$ cat src/pkg/e1sa_regs.svh
`ifndef E1SA_REGS_SVH
`define E1SA_REGS_SVH

// ------------------------------------------------------------
// Register indexes (byte address is four times the index)
// ------------------------------------------------------------
`define E1SA_SEL_IDX        12'h0130
`define E1SA_ACR1_IDX       12'h0131
`define E1SA_NATDATA_IDX    12'h0134
`define E1SA_STATUS_IDX     12'h013F

// ------------------------------------------------------------
// Reset values
// ------------------------------------------------------------
`define E1SA_SEL_RST        8'h00
`define E1SA_ACR1_RST       8'h00
`define E1SA_NATDATA_RST    8'h00

// ------------------------------------------------------------
// Field positions: national bit select register
// ------------------------------------------------------------
`define E1SA_SA8_SEL_BIT    7
`define E1SA_SA7_SEL_BIT    6
`define E1SA_SA6_SEL_BIT    5
`define E1SA_SA5_SEL_BIT    4
`define E1SA_SA4_SEL_BIT    3
`define E1SA_LB1_EN_BIT     2
`define E1SA_LB2_EN_BIT     1
`define E1SA_LBR_EN_BIT     0

// ------------------------------------------------------------
// Field positions: auto alarm control register 1
// ------------------------------------------------------------
`define E1SA_OPT1_EN_BIT    7
`define E1SA_SIGLOSS_EN_BIT 6
`define E1SA_OPT2_EN_BIT    5
`define E1SA_OPT3_EN_BIT    4
`define E1SA_OPT4_EN_BIT    3
`define E1SA_ACR1_MASK      8'hF8

// ------------------------------------------------------------
// Field positions: status register
// ------------------------------------------------------------
`define E1SA_ST_LOOP_BIT    0
`define E1SA_ST_LOS_BIT     1
`define E1SA_ST_LFA_BIT     2
`define E1SA_ST_ALARM_BIT   3

// ------------------------------------------------------------
// Timeslot 0 bit positions in a non-alignment frame
// ------------------------------------------------------------
`define E1SA_POS_A          8'h02
`define E1SA_POS_SA4        8'h03
`define E1SA_POS_SA5        8'h04
`define E1SA_POS_SA6        8'h05
`define E1SA_POS_SA8        8'h07

// ------------------------------------------------------------
// Pattern window and patterns
// ------------------------------------------------------------
`define E1SA_WINDOW_FRAMES  4'h8
`define E1SA_PAT_ZERO       8'h00
`define E1SA_PAT_ONES       8'hFF
`define E1SA_PAT_ALT        8'hAA
`define E1SA_SA6_ZERO       4'h0
`define E1SA_SA6_1110       4'hE
`define E1SA_SA6_1100       4'hC

`endif

$ cat src/pkg/e1sa_pkg.sv
`default_nettype none

package e1sa_pkg;

	// Frame timing from the transmit framing engine
	typedef struct packed {
		logic bitStrobe;
		logic frameStart;
		logic nfasFrame;
	} e1sa_txtime_s;

	// Receive side defect levels
	typedef struct packed {
		logic los;
		logic lfa;
	} e1sa_rxdef_s;

	// Substituted overhead for an alarm option
	typedef struct packed {
		logic       active;
		logic       aKeep;
		logic       aBit;
		logic       sa5;
		logic [3:0] sa6Pat;
	} e1sa_alarm_s;

	// Local loopback state
	typedef enum logic [0:0] {
		E1SA_LOOP_IDLE   = 1'b0,
		E1SA_LOOP_ACTIVE = 1'b1
	} e1sa_loop_e;

endpackage

`default_nettype wire

$ cat src/rtl/e1sa_bit_history.sv
`include "e1sa_regs.svh"
`default_nettype none

// Eight frame history of one overhead bit, oldest bit in the MSB
module e1sa_bit_history
(
	input  wire logic       ref_clk,
	input  wire logic       reset,
	input  wire logic       sampleEn,
	input  wire logic       sampleBit,
	output logic      [7:0] history,
	output logic            full
);

	logic [3:0] fillCount_reg;

	// ------------------------------------------------------------
	// Shift register
	// ------------------------------------------------------------
	always_ff @(posedge ref_clk or posedge reset)
	begin
		if (reset)
			history <= 8'h00;
		else if (sampleEn)
			history <= {history[6:0], sampleBit};
	end

	// ------------------------------------------------------------
	// Fill count
	// ------------------------------------------------------------
	// Reset contents are all zero, so a match is not trusted until eight real samples
	always_ff @(posedge ref_clk or posedge reset)
	begin
		if (reset)
			fillCount_reg <= 4'h0;
		else if (sampleEn && fillCount_reg != `E1SA_WINDOW_FRAMES)
			fillCount_reg <= fillCount_reg + 4'h1;
	end

	assign full = (fillCount_reg == `E1SA_WINDOW_FRAMES);

endmodule

`default_nettype wire

$ cat src/rtl/e1sa_ctrl.sv
// Local design decision: the APB interface to the registers.
`include "e1sa_regs.svh"
`default_nettype none

// Overview of operation
// - Enable one: Sa5 zeros, Sa6 ones, A ones for 8 frames enters loopback.
// - Enable two: Sa5 zeros, Sa6 10101010, A ones for 8 frames enters loopback.
// - Release enable: Sa5 and Sa6 zeros for 8 frames leaves loopback.
// - Pattern detection works only while Sa5 and Sa6 come from the pin.
// - Option one on LOS or LFA sends Sa5 one, Sa6 zeros, A untouched.
// - Signal loss option on LOS sends A one, Sa5 one, Sa6 1110.
// - Option two on LOS or LFA sends A one, Sa5 zero, Sa6 zeros.
// - Option three on LOS or LFA sends A zero, Sa5 one, Sa6 1100.
// - Option four on LOS or LFA sends A zero, Sa5 one, Sa6 1110.
// - Option one sends Sa6 as 0000 and leaves A as it came.
// - Per-bit select: 0 takes Sa bit from pin, 1 from register.
module e1sa_ctrl
(
	input  wire logic                  ref_clk,
	input  wire logic                  reset,
	input  wire logic                  psel,
	input  wire logic                  penable,
	input  wire logic                  pwrite,
	input  wire logic           [11:0] paddr,
	input  wire logic           [31:0] pwdata,
	output logic                [31:0] prdata,
	output logic                       pready,
	output logic                       pslverr,
	input  wire logic                  tx_serial_in,
	input  wire e1sa_pkg::e1sa_txtime_s txTime,
	input  wire e1sa_pkg::e1sa_rxdef_s  rxDefect,
	output logic                       txSerialOut,
	output logic                       localLoopback
);

	// ------------------------------------------------------------
	// Declarations
	// ------------------------------------------------------------
	logic [7:0]                  selReg_reg;
	logic [7:0]                  acrReg_reg;
	logic [7:0]                  natData_reg;
	logic [7:0]                  bitPos_reg;
	logic [7:0]                  curPos;
	logic [1:0]                  sa6Phase_reg;
	logic                        txSerialOut_reg;
	logic [31:0]                 prdata_reg;
	e1sa_pkg::e1sa_loop_e        loop_reg;
	e1sa_pkg::e1sa_loop_e        loop_next;
	e1sa_pkg::e1sa_alarm_s       alarm;
	logic                        inNfas;
	logic                        frameDone;
	logic                        detectArmed;
	logic                        lb1Match;
	logic                        lb2Match;
	logic                        relMatch;
	logic                        outBit;
	logic                        apbAccess;
	logic                        apbWrite;
	logic                        apbRead;
	logic                        addrHit;
	logic [7:0]                  statusByte;
	logic [2:0]                  histEn;
	logic [2:0]                  histFull;
	logic [7:0]                  hist [3];
	logic                        lbrEn;
	logic                        lb1En;
	logic                        lb2En;

	// Register decode, shared by write, read and error paths
	function automatic logic regHit(input logic [11:0] addr, input logic [11:0] idx);
		regHit = (addr == 12'(idx << 2));
	endfunction

	// Either receive defect fires the LOS-or-LFA options
	function automatic logic defectPresent(input e1sa_pkg::e1sa_rxdef_s def);
		defectPresent = def.los || def.lfa;
	endfunction

	// Strobe of one overhead slot in a non-alignment frame
	function automatic logic nfasSlot(input logic [7:0] pos, input logic [7:0] slot, input logic nfasStrobe);
		nfasSlot = nfasStrobe && (pos == slot);
	endfunction

	// ------------------------------------------------------------
	// APB slave
	// ------------------------------------------------------------
	// Zero wait states: every access completes in its first access cycle
	assign apbAccess = psel && penable;
	assign apbWrite  = apbAccess && pwrite;
	assign apbRead   = psel && !penable && !pwrite;
	assign addrHit   = regHit(paddr, `E1SA_SEL_IDX) || regHit(paddr, `E1SA_ACR1_IDX)
	                   || regHit(paddr, `E1SA_NATDATA_IDX) || regHit(paddr, `E1SA_STATUS_IDX);
	assign pready    = 1'b1;
	assign pslverr   = apbAccess && !addrHit;
	assign prdata    = prdata_reg;

	// ------------------------------------------------------------
	// Register file
	// ------------------------------------------------------------
	// Writes land at the access edge, where pready is already high
	// Control register writes; unmapped or status writes are dropped
	always_ff @(posedge ref_clk or posedge reset)
	begin
		if (reset)
		begin
			selReg_reg  <= `E1SA_SEL_RST;
			acrReg_reg  <= `E1SA_ACR1_RST;
			natData_reg <= `E1SA_NATDATA_RST;
		end
		else if (apbWrite)
		begin
			if (regHit(paddr, `E1SA_SEL_IDX))
				selReg_reg <= pwdata[7:0];
			if (regHit(paddr, `E1SA_ACR1_IDX))
				acrReg_reg <= pwdata[7:0] & `E1SA_ACR1_MASK;
			if (regHit(paddr, `E1SA_NATDATA_IDX))
				natData_reg <= {pwdata[7:3], 3'b000};
		end
	end

	// ------------------------------------------------------------
	// Status and read data
	// ------------------------------------------------------------
	// Status view of loopback and alarm state plus the receive defect inputs
	always_comb
	begin
		statusByte = 8'h00;
		statusByte[`E1SA_ST_LOOP_BIT]  = (loop_reg == e1sa_pkg::E1SA_LOOP_ACTIVE);
		statusByte[`E1SA_ST_LOS_BIT]   = rxDefect.los;
		statusByte[`E1SA_ST_LFA_BIT]   = rxDefect.lfa;
		statusByte[`E1SA_ST_ALARM_BIT] = alarm.active;
	end

	// Read data captured in the setup cycle, stable for the access cycle
	always_ff @(posedge ref_clk or posedge reset)
	begin
		if (reset)
			prdata_reg <= 32'h0000_0000;
		else if (apbRead)
		begin
			if (regHit(paddr, `E1SA_SEL_IDX))
				prdata_reg <= {24'h00_0000, selReg_reg};
			else if (regHit(paddr, `E1SA_ACR1_IDX))
				prdata_reg <= {24'h00_0000, acrReg_reg};
			else if (regHit(paddr, `E1SA_NATDATA_IDX))
				prdata_reg <= {24'h00_0000, natData_reg};
			else if (regHit(paddr, `E1SA_STATUS_IDX))
				prdata_reg <= {24'h00_0000, statusByte};
			else
				prdata_reg <= 32'h0000_0000;
		end
	end

	// ------------------------------------------------------------
	// Frame bit position
	// ------------------------------------------------------------
	// Position of the bit on the pin this cycle; frame start forces zero
	assign curPos = txTime.frameStart ? 8'h00 : bitPos_reg;
	assign inNfas = txTime.bitStrobe && txTime.nfasFrame;

	always_ff @(posedge ref_clk or posedge reset)
	begin
		if (reset)
			bitPos_reg <= 8'h00;
		else if (txTime.bitStrobe)
			bitPos_reg <= curPos + 8'h01;
	end

	// Last overhead bit of a non-alignment frame closes the frame's sample
	assign frameDone = nfasSlot(curPos, `E1SA_POS_SA8, inNfas);

	// Sa6 alarm pattern runs over four successive non-alignment frames
	// Phase runs free; it is not tied to any multiframe boundary
	always_ff @(posedge ref_clk or posedge reset)
	begin
		if (reset)
			sa6Phase_reg <= 2'b00;
		else if (frameDone)
			sa6Phase_reg <= sa6Phase_reg + 2'b01;
	end

	// ------------------------------------------------------------
	// Overhead bit histories (A, Sa5, Sa6)
	// ------------------------------------------------------------
	// Pin bits are sampled always; detection decides whether to trust them
	assign histEn[0] = nfasSlot(curPos, `E1SA_POS_A, inNfas);
	assign histEn[1] = nfasSlot(curPos, `E1SA_POS_SA5, inNfas);
	assign histEn[2] = nfasSlot(curPos, `E1SA_POS_SA6, inNfas);

	// One history per watched overhead bit
	genvar g;
	generate
		for (g = 0; g < 3; g++)
		begin : gHist
			e1sa_bit_history uHist
			(
				.ref_clk   (ref_clk),
				.reset     (reset),
				.sampleEn  (histEn[g]),
				.sampleBit (tx_serial_in),
				.history   (hist[g]),
				.full      (histFull[g])
			);
		end
	endgenerate

	// ------------------------------------------------------------
	// Loopback pattern detection
	// ------------------------------------------------------------
	// Activation and release enables from the select register
	assign lb1En = selReg_reg[`E1SA_LB1_EN_BIT];
	assign lb2En = selReg_reg[`E1SA_LB2_EN_BIT];
	assign lbrEn = selReg_reg[`E1SA_LBR_EN_BIT];

	// Register-sourced Sa5/Sa6 never reach the pin, so detection is disarmed
	assign detectArmed = !selReg_reg[`E1SA_SA5_SEL_BIT] && !selReg_reg[`E1SA_SA6_SEL_BIT]
	                     && (&histFull);

	assign lb1Match = lb1En && hist[1] == `E1SA_PAT_ZERO
	                  && hist[2] == `E1SA_PAT_ONES && hist[0] == `E1SA_PAT_ONES;
	assign lb2Match = lb2En && hist[1] == `E1SA_PAT_ZERO
	                  && hist[2] == `E1SA_PAT_ALT && hist[0] == `E1SA_PAT_ONES;
	assign relMatch = lbrEn && hist[1] == `E1SA_PAT_ZERO && hist[2] == `E1SA_PAT_ZERO;

	// ------------------------------------------------------------
	// Loopback state
	// ------------------------------------------------------------
	// Histories are never cleared: a pattern seen before enabling still counts
	// Loopback state decisions: pattern matches once per non-alignment frame, clearing both enables exits at once
	always_comb
	begin
		loop_next = loop_reg;
		case (loop_reg)
			e1sa_pkg::E1SA_LOOP_IDLE:
			begin
				if (frameDone && detectArmed && (lb1Match || lb2Match))
					loop_next = e1sa_pkg::E1SA_LOOP_ACTIVE;
			end
			e1sa_pkg::E1SA_LOOP_ACTIVE:
			begin
				if (!lb1En && !lb2En)
					loop_next = e1sa_pkg::E1SA_LOOP_IDLE;
				else if (frameDone && detectArmed && relMatch)
					loop_next = e1sa_pkg::E1SA_LOOP_IDLE;
			end
			default:
				loop_next = e1sa_pkg::E1SA_LOOP_IDLE;
		endcase
	end

	always_ff @(posedge ref_clk or posedge reset)
	begin
		if (reset)
			loop_reg <= e1sa_pkg::E1SA_LOOP_IDLE;
		else
			loop_reg <= loop_next;
	end

	// Level only; the data loop itself is built outside this block
	assign localLoopback = (loop_reg == e1sa_pkg::E1SA_LOOP_ACTIVE);

	// ------------------------------------------------------------
	// Automatic alarm pattern selection
	// ------------------------------------------------------------
	// Fixed priority by control bit number; bit 7 outranks the rest
	always_comb
	begin
		alarm = '0;
		// Option one: A bit passes through as it came
		if (acrReg_reg[`E1SA_OPT1_EN_BIT] && defectPresent(rxDefect))
		begin
			alarm.active = 1'b1;
			alarm.aKeep  = 1'b1;
			alarm.sa5    = 1'b1;
			alarm.sa6Pat = `E1SA_SA6_ZERO;
		end
		// Signal loss option ignores loss of frame alignment
		else if (acrReg_reg[`E1SA_SIGLOSS_EN_BIT] && rxDefect.los)
		begin
			alarm.active = 1'b1;
			alarm.aBit   = 1'b1;
			alarm.sa5    = 1'b1;
			alarm.sa6Pat = `E1SA_SA6_1110;
		end
		// Option two: only one that sends Sa5 low
		else if (acrReg_reg[`E1SA_OPT2_EN_BIT] && defectPresent(rxDefect))
		begin
			alarm.active = 1'b1;
			alarm.aBit   = 1'b1;
			alarm.sa5    = 1'b0;
			alarm.sa6Pat = `E1SA_SA6_ZERO;
		end
		// Option three: A low, Sa6 1100
		else if (acrReg_reg[`E1SA_OPT3_EN_BIT] && defectPresent(rxDefect))
		begin
			alarm.active = 1'b1;
			alarm.aBit   = 1'b0;
			alarm.sa5    = 1'b1;
			alarm.sa6Pat = `E1SA_SA6_1100;
		end
		// Option four: lowest priority, A low, Sa6 1110
		else if (acrReg_reg[`E1SA_OPT4_EN_BIT] && defectPresent(rxDefect))
		begin
			alarm.active = 1'b1;
			alarm.aBit   = 1'b0;
			alarm.sa5    = 1'b1;
			alarm.sa6Pat = `E1SA_SA6_1110;
		end
	end

	// ------------------------------------------------------------
	// Outgoing bit insertion
	// ------------------------------------------------------------
	// Alarm overrides Sa5/Sa6, and A except under option one; otherwise each Sa bit follows its select
	always_comb
	begin
		outBit = tx_serial_in;
		if (txTime.nfasFrame)
		begin
			if (curPos == `E1SA_POS_A)
				outBit = (alarm.active && !alarm.aKeep) ? alarm.aBit : tx_serial_in;
			else if (curPos == `E1SA_POS_SA5 && alarm.active)
				outBit = alarm.sa5;
			else if (curPos == `E1SA_POS_SA6 && alarm.active)
				outBit = alarm.sa6Pat[2'd3 - sa6Phase_reg];
			else if (curPos >= `E1SA_POS_SA4 && curPos <= `E1SA_POS_SA8)
				outBit = selReg_reg[curPos[2:0]] ? natData_reg[curPos[2:0]]
				                                 : tx_serial_in;
		end
	end

	// ------------------------------------------------------------
	// Serial output register
	// ------------------------------------------------------------
	// Registered serial output, one clock behind the strobed input bit
	always_ff @(posedge ref_clk or posedge reset)
	begin
		if (reset)
			txSerialOut_reg <= 1'b0;
		else if (txTime.bitStrobe)
			txSerialOut_reg <= outBit;
	end

	// Output port straight from the flip-flop
	assign txSerialOut = txSerialOut_reg;

endmodule

`default_nettype wire

$ cat config.mk
export PLATFORM = sky130hd
export DESIGN_NAME = e1sa_ctrl
export DESIGN_NICKNAME = d
export VERILOG_FILES = /design/src/pkg/e1sa_pkg.sv /design/src/rtl/e1sa_bit_history.sv /design/src/rtl/e1sa_ctrl.sv
export VERILOG_INCLUDE_DIRS = /design/src /design/src/pkg
export SDC_FILE = /design/constraint.sdc
export NUM_CORES = 1
export LEC_CHECK = 0
export BUFFER_PORTS_ARGS = -buffer_cell sky130_fd_sc_hd__buf_2
export CORE_MARGIN = 2
export CORE_UTILIZATION = 30
export CTS_CLUSTER_SIZE = 14
export DETAILED_ROUTE_END_ITERATION = 16
export SLEW_MARGIN = 5
export SYNTH_ARGS = -nofsm -noshare
export SYNTH_HDL_FRONTEND = slang
export SYNTH_SLANG_ARGS = --single-unit
$ cat constraint.sdc
create_clock -name ref_clk -period 4.4 [get_ports ref_clk]
set_input_delay 0 -clock ref_clk [delete_from_list [all_inputs] [get_ports ref_clk]]
set_output_delay 0 -clock ref_clk [all_outputs]
set_load 0.01 [all_outputs]
[Yosys cells after proc, flatten, opt, wreduce, memory -nomap -nowiden]
Index checks and enable logic that the tools add are counted.
Operators by class
  order comparisons: 4
  equal/unequal tests: 17
  reduce and logical (&&, ||, !) cells: 55
  add/subtract/negate cells: 6
  bitwise logic cells: 1
  multiplexer cells: 34
Operators with widths (count)
  equality test 12 x 11 -> 1 bit (second input constant): 4
  logical AND 1 bit: 36
  2-to-1 mux 8 bit: 4
  equality test 8 x 3 -> 1 bit (second input constant): 3
  equality test 8 bit (second input constant): 3
  2-to-1 mux 1 bit: 20
  logical NOT 8 bit: 2
  2-to-1 mux 5 bit: 3
  adder 4 x 1 -> 4 bit (second input constant): 3
  equality test 4 bit (second input constant): 3
  2-to-1 mux 6 bit: 2
  != test 4 bit (second input constant): 3
  adder 8 x 1 -> 8 bit (second input constant): 1
  equality test 8 x 2 -> 1 bit (second input constant): 1
  >= comparator 8 x 2 -> 1 bit (second input constant): 1
  less-or-equal comparator 8 x 3 -> 1 bit (second input constant): 1
  logical NOT 1 bit: 8
  binary-select mux 1 bit (select 3 bit): 2
  AND reduction 2 bit: 3
  logical OR 1 bit: 5
  less-than comparator 3 x 4 -> 1 bit (second input constant): 1
  2-to-1 mux 4 bit: 1
  less-than comparator 2 x 3 -> 1 bit (second input constant): 1
  AND reduction 3 bit: 1
  5 further kinds: 5
Word-level totals
  output and inout port bits: 36
  flip-flop bits (word level): 98
  logic and storage cells: 131
  input bits: 55

[Logic depth before layout (Yosys ltp)]
  depth in word-level cells: 13
  gate-level depth with buffers: 9

[Modules after synthesis]
Synthesis repeated with hierarchy kept, for this count alone.
Unflattened totals
  cell total of the unflattened synthesis: 390
  area, all modules: 4286.6 sq um
By module, submodules not included
  e1sa_ctrl: area each 2563.7 sq um, cells each 270, instances 1
  e1sa_bit_history: area each 574.3 sq um, cells each 40, instances 3

[Worst setup path before layout]
No wires, ideal clock.
  path kind: register -> register
  start point: register bitPos_reg[1]
  end point: register gHist[0].uHist.fillCount_reg[1]
  clock period less this slack: 2208 ps
  data required time: 4275 ps
  stages on the path, launching flop included: 9
  buffers on the path: 1
  path slack: 2192 ps
  arrival: 2084 ps
  setup time: 125 ps
  path through: dfrtp_1 clkbuf_1 nor2b_1 ha_1 inv_1 o41ai_2 nand3_1 o21bai_1 mux2_2
Between the ends
  cells in the longest elaborated chain, start to end: 4
RTL lines
  start, declared: line e1sa_ctrl.sv:42  | logic [7:0] bitPos_reg;
  start signal, assigned: line e1sa_ctrl.sv:166  | bitPos_reg <= curPos + 8'h01;
  2-to-1 mux 8 bit: line e1sa_ctrl.sv:158  | assign curPos = txTime.frameStart ? 8'h00 : bitPos_reg;
  equality test 8 x 2 -> 1 bit: line e1sa_ctrl.sv:81  | nfasSlot = nfasStrobe && (pos == slot);
  logical AND 1 bit: line e1sa_ctrl.sv:81
  logical AND 1 bit (no line)
  end signal, assigned: line e1sa_bit_history.sv:37  | fillCount_reg <= fillCount_reg + 4'h1;
  end, declared: line e1sa_bit_history.sv:15  | logic [3:0] fillCount_reg;
Every way passes these cells.
A chain may end at the register's enable or synchronous reset.

[Worst setup path in the final report]
Same ends and word-level chain as after synthesis.

==> results.sh <==
export IMPL_clockRootBuffer="clkbuf_16"
export IMPL_synth_cell_types=55
export IMPL_htreeDepth=3
export IMPL_fin_skew_ns=0.00467
export IMPL_critical_path_class="register to register"
export IMPL_grt_max_degree=67
export IMPL_crit_required_ns=4.61
export IMPL_fin_tns_setup_ns=0
export IMPL_hold_path_class="primary input to register"
export IMPL_rsz0062_at_grt="no"
export IMPL_vias_per_cell=4.83
export IMPL_cts_resized_gates=0
export IMPL_startpoint="bitPos_reg[1]"
export IMPL_drc=0
export IMPL_post_drt_wl_per_cell_um=13.5
export IMPL_crit_fanout=12
export IMPL_die_area_um2=14300
export IMPL_tightestPinTransition_ns=0.819
export IMPL_cts_clk_slew_worst_paths_ns=0.06
export IMPL_cp_top_family="simple AND/OR/NAND/NOR gates"
export IMPL_cts_tree="yes"
export IMPL_yosysSeqAreaShare_pct=46.1
export IMPL_post_cts_setup_buffer_count=0
export IMPL_critPathLaunchType="register"
export IMPL_cts_hold_repair_buffers=10
export IMPL_ant_nets=0
export IMPL_maxSlewHeadroom_pct=45.4
export IMPL_worstReg2RegStart="bitPos_reg[1]"
export IMPL_grt_pass1_wl_um=14000
export IMPL_die_y_um=120
export IMPL_fin_nets=485
export IMPL_cts_path_max_buffers=2
export IMPL_clk_insertion_delay_late_ns=0.33
export IMPL_status="finished, final reports clean"
export IMPL_drt_wl_total_um=8120
export IMPL_vias=2909
export IMPL_num_io_pins=91
export IMPL_fmax_mhz=354
export IMPL_synth_edf_count=0
export IMPL_hold_ws_ns=0.0283
export IMPL_clock_sinks=74
export IMPL_slowest_stage="dfrtp_1"
export IMPL_postSynthCellCount=372
export IMPL_drv_slew=0
export IMPL_min_delay_start="txTime[1]"
export IMPL_dominantRegCellSynth="dfrtp_1"
export IMPL_drive_gt1_share_pct=27.5
export IMPL_fp_dieW_um=120
export IMPL_cts_buffers=9
export IMPL_total_power_w=0.00170
export IMPL_cp_cell_sequence="nor2b_1 > ha_1 > inv_1 > o41ai_2 > nand3_1 > o21bai_1 > mux2_2"
export IMPL_setup_viol=0
export IMPL_netlist_area_leader_share_pct=46.1
export IMPL_yosys_warnings=0
export IMPL_core_um2=13100
export IMPL_async_flop_share_pct=100
export IMPL_final_cell_mix="dfrtp_1 (74), mux2_2 (49), buf_2 (41), nand2_1 (26), conb_1 (25)"
export IMPL_antenna_found_initial=0
export IMPL_ys_ff_latch=74
export IMPL_antennaDiodeCount=0
export IMPL_power_density_nw_per_um2=363
export IMPL_final_period_utilization_pct=64.2
export IMPL_leakage_nw=2.18
export IMPL_n_fill_cell=1345
export IMPL_grt_overflow_total=0
export IMPL_finalHoldViolCount=0
export IMPL_drv_cap=0
export IMPL_io_buffers=41
export IMPL_drtIter0Drc=102
export IMPL_slowest_delay_ns=0.53
export IMPL_track_usage_pct=12.0
export IMPL_syn_avg_cell_area_um2=10.8
export IMPL_largest_reg_flops=24
export IMPL_vdd_drop_max_mv=0.205
export IMPL_rows=42
export IMPL_gp_congestion=0.772
export IMPL_grt_pass1_vias=2828
export IMPL_firstDrtPassIters=4
export IMPL_start_util_pct=30.6
export IMPL_path_buf_inv=1
export IMPL_arrival_ns=3.04
export IMPL_layout_cells_most_common="dfrtp_1"
export IMPL_end_kind="register"
export IMPL_fin_crit_ns=2.83
export IMPL_yosysTopAreaCell="dfrtp_1"
export IMPL_syn_to_final_growth_pct=16.3
export IMPL_dp_hpwl_um=5910
export IMPL_synth_area_um2=4020
export IMPL_netlist_top_cells_area="dfrtp_1 (46%), mux2_2 (14%), buf_4 (4.9%)"
[power breakdown]
group / switching [W] / internal, W / leakage (nW)
clock: 0.000279 / 0.000440 / 0.135
combinational: 0.000109 / 0.0000877 / 1.03
sequential: 0.0000551 / 0.000726 / 1.01
total: 0.000443 / 0.00125 / 2.18
[logic make-up (layout without fill, tap and decap cells)]
kind of cell,Yosys count,in the layout,share of synthesized area (%)
adders and majority gates,9,9,2.80
buffers and inverters,51,82,7.78
and+or+nand+nor,101,101,14.4
other,2,25,0.187
DFF,74,74,46.1
muxes,56,56,15.6
xor gates and xnor gates,8,8,1.74
AOI/OAI and AO/OA,71,71,11.5
[cell type report]
| type | instances | area (um2) | area share (%) |
|---|---|---|---|
| multi-input combinational | 270 | 1940 | 41.5 |
| sequential | 74 | 1850 | 39.6 |
| timing repair buffer | 52 | 313 | 6.69 |
| clock buffer | 10 | 229 | 4.90 |
| tap | 176 | 220 | 4.71 |
| clock inverter | 6 | 66.3 | 1.42 |
| inverter | 14 | 52.6 | 1.12 |
[worst paths after layout]
check                                                  endpoint  slack [ns]  depth (start not counted)
worst max-delay path            gHist[0].uHist.fillCount_reg[1]        1.57                          7
worst min-delay path                              bitPos_reg[3]        0.03                          2
worst max register to register  gHist[0].uHist.fillCount_reg[1]        1.57                          7
worst min register to register                        prdata[2]        0.47                          2
max in group asynchronous                        natData_reg[3]        3.22                          4
min in group asynchronous       gHist[1].uHist.fillCount_reg[0]        0.12                          3
[synth_stat cells (all sizes together) (3+ instances only)]
| library cell | instances |
|---|---|
| dfrtp | 74 |
| mux2 | 50 |
| buf | 32 |
| nand2 | 26 |
| nor2 | 23 |
| a21oi | 20 |
| o21ai | 16 |
| inv | 14 |
| nor3 | 10 |
| ha | 9 |
| nand4 | 9 |
| nand3 | 7 |
| mux2i | 6 |
| nor4 | 6 |
| xnor2 | 6 |
| o31ai | 5 |
| a22oi | 4 |
| clkbuf | 4 |
| o21a | 4 |
| o22ai | 4 |
| or4 | 4 |
| nand2b | 3 |
| nor2b | 3 |
[through the flow]
stage / std cells / util (%) / area (um2) / setup slack, ns
after floorplan: 395 / - / 4110 / 2.19
after global placement: 576 / 32.6 / 4280 / 1.64
after detailed placement: 576 / 32.6 / 4280 / 1.61
after CTS: 602 / 35.6 / 4670 / 1.57
after global routing: 602 / 35.6 / 4670 / 1.27
final: 602 / 35.6 / 4670 / 1.57
[routing by layer]
| metal | global-route usage [%] | share of wire [%] | vias to the layer above |
|---|---|---|---|
| met2 | 19.0 | 47 | 67 |
| met4 | 3.68 | 1.2 | 0 |
| li1 | - | - | 1393 |
| met3 | 3.37 | 5.0 | 10 |
| met5 | 0 | 0 | - |
| met1 | 16.1 | 47 | 1439 |
No activity file was read; power rests on OpenSTA's default activity.
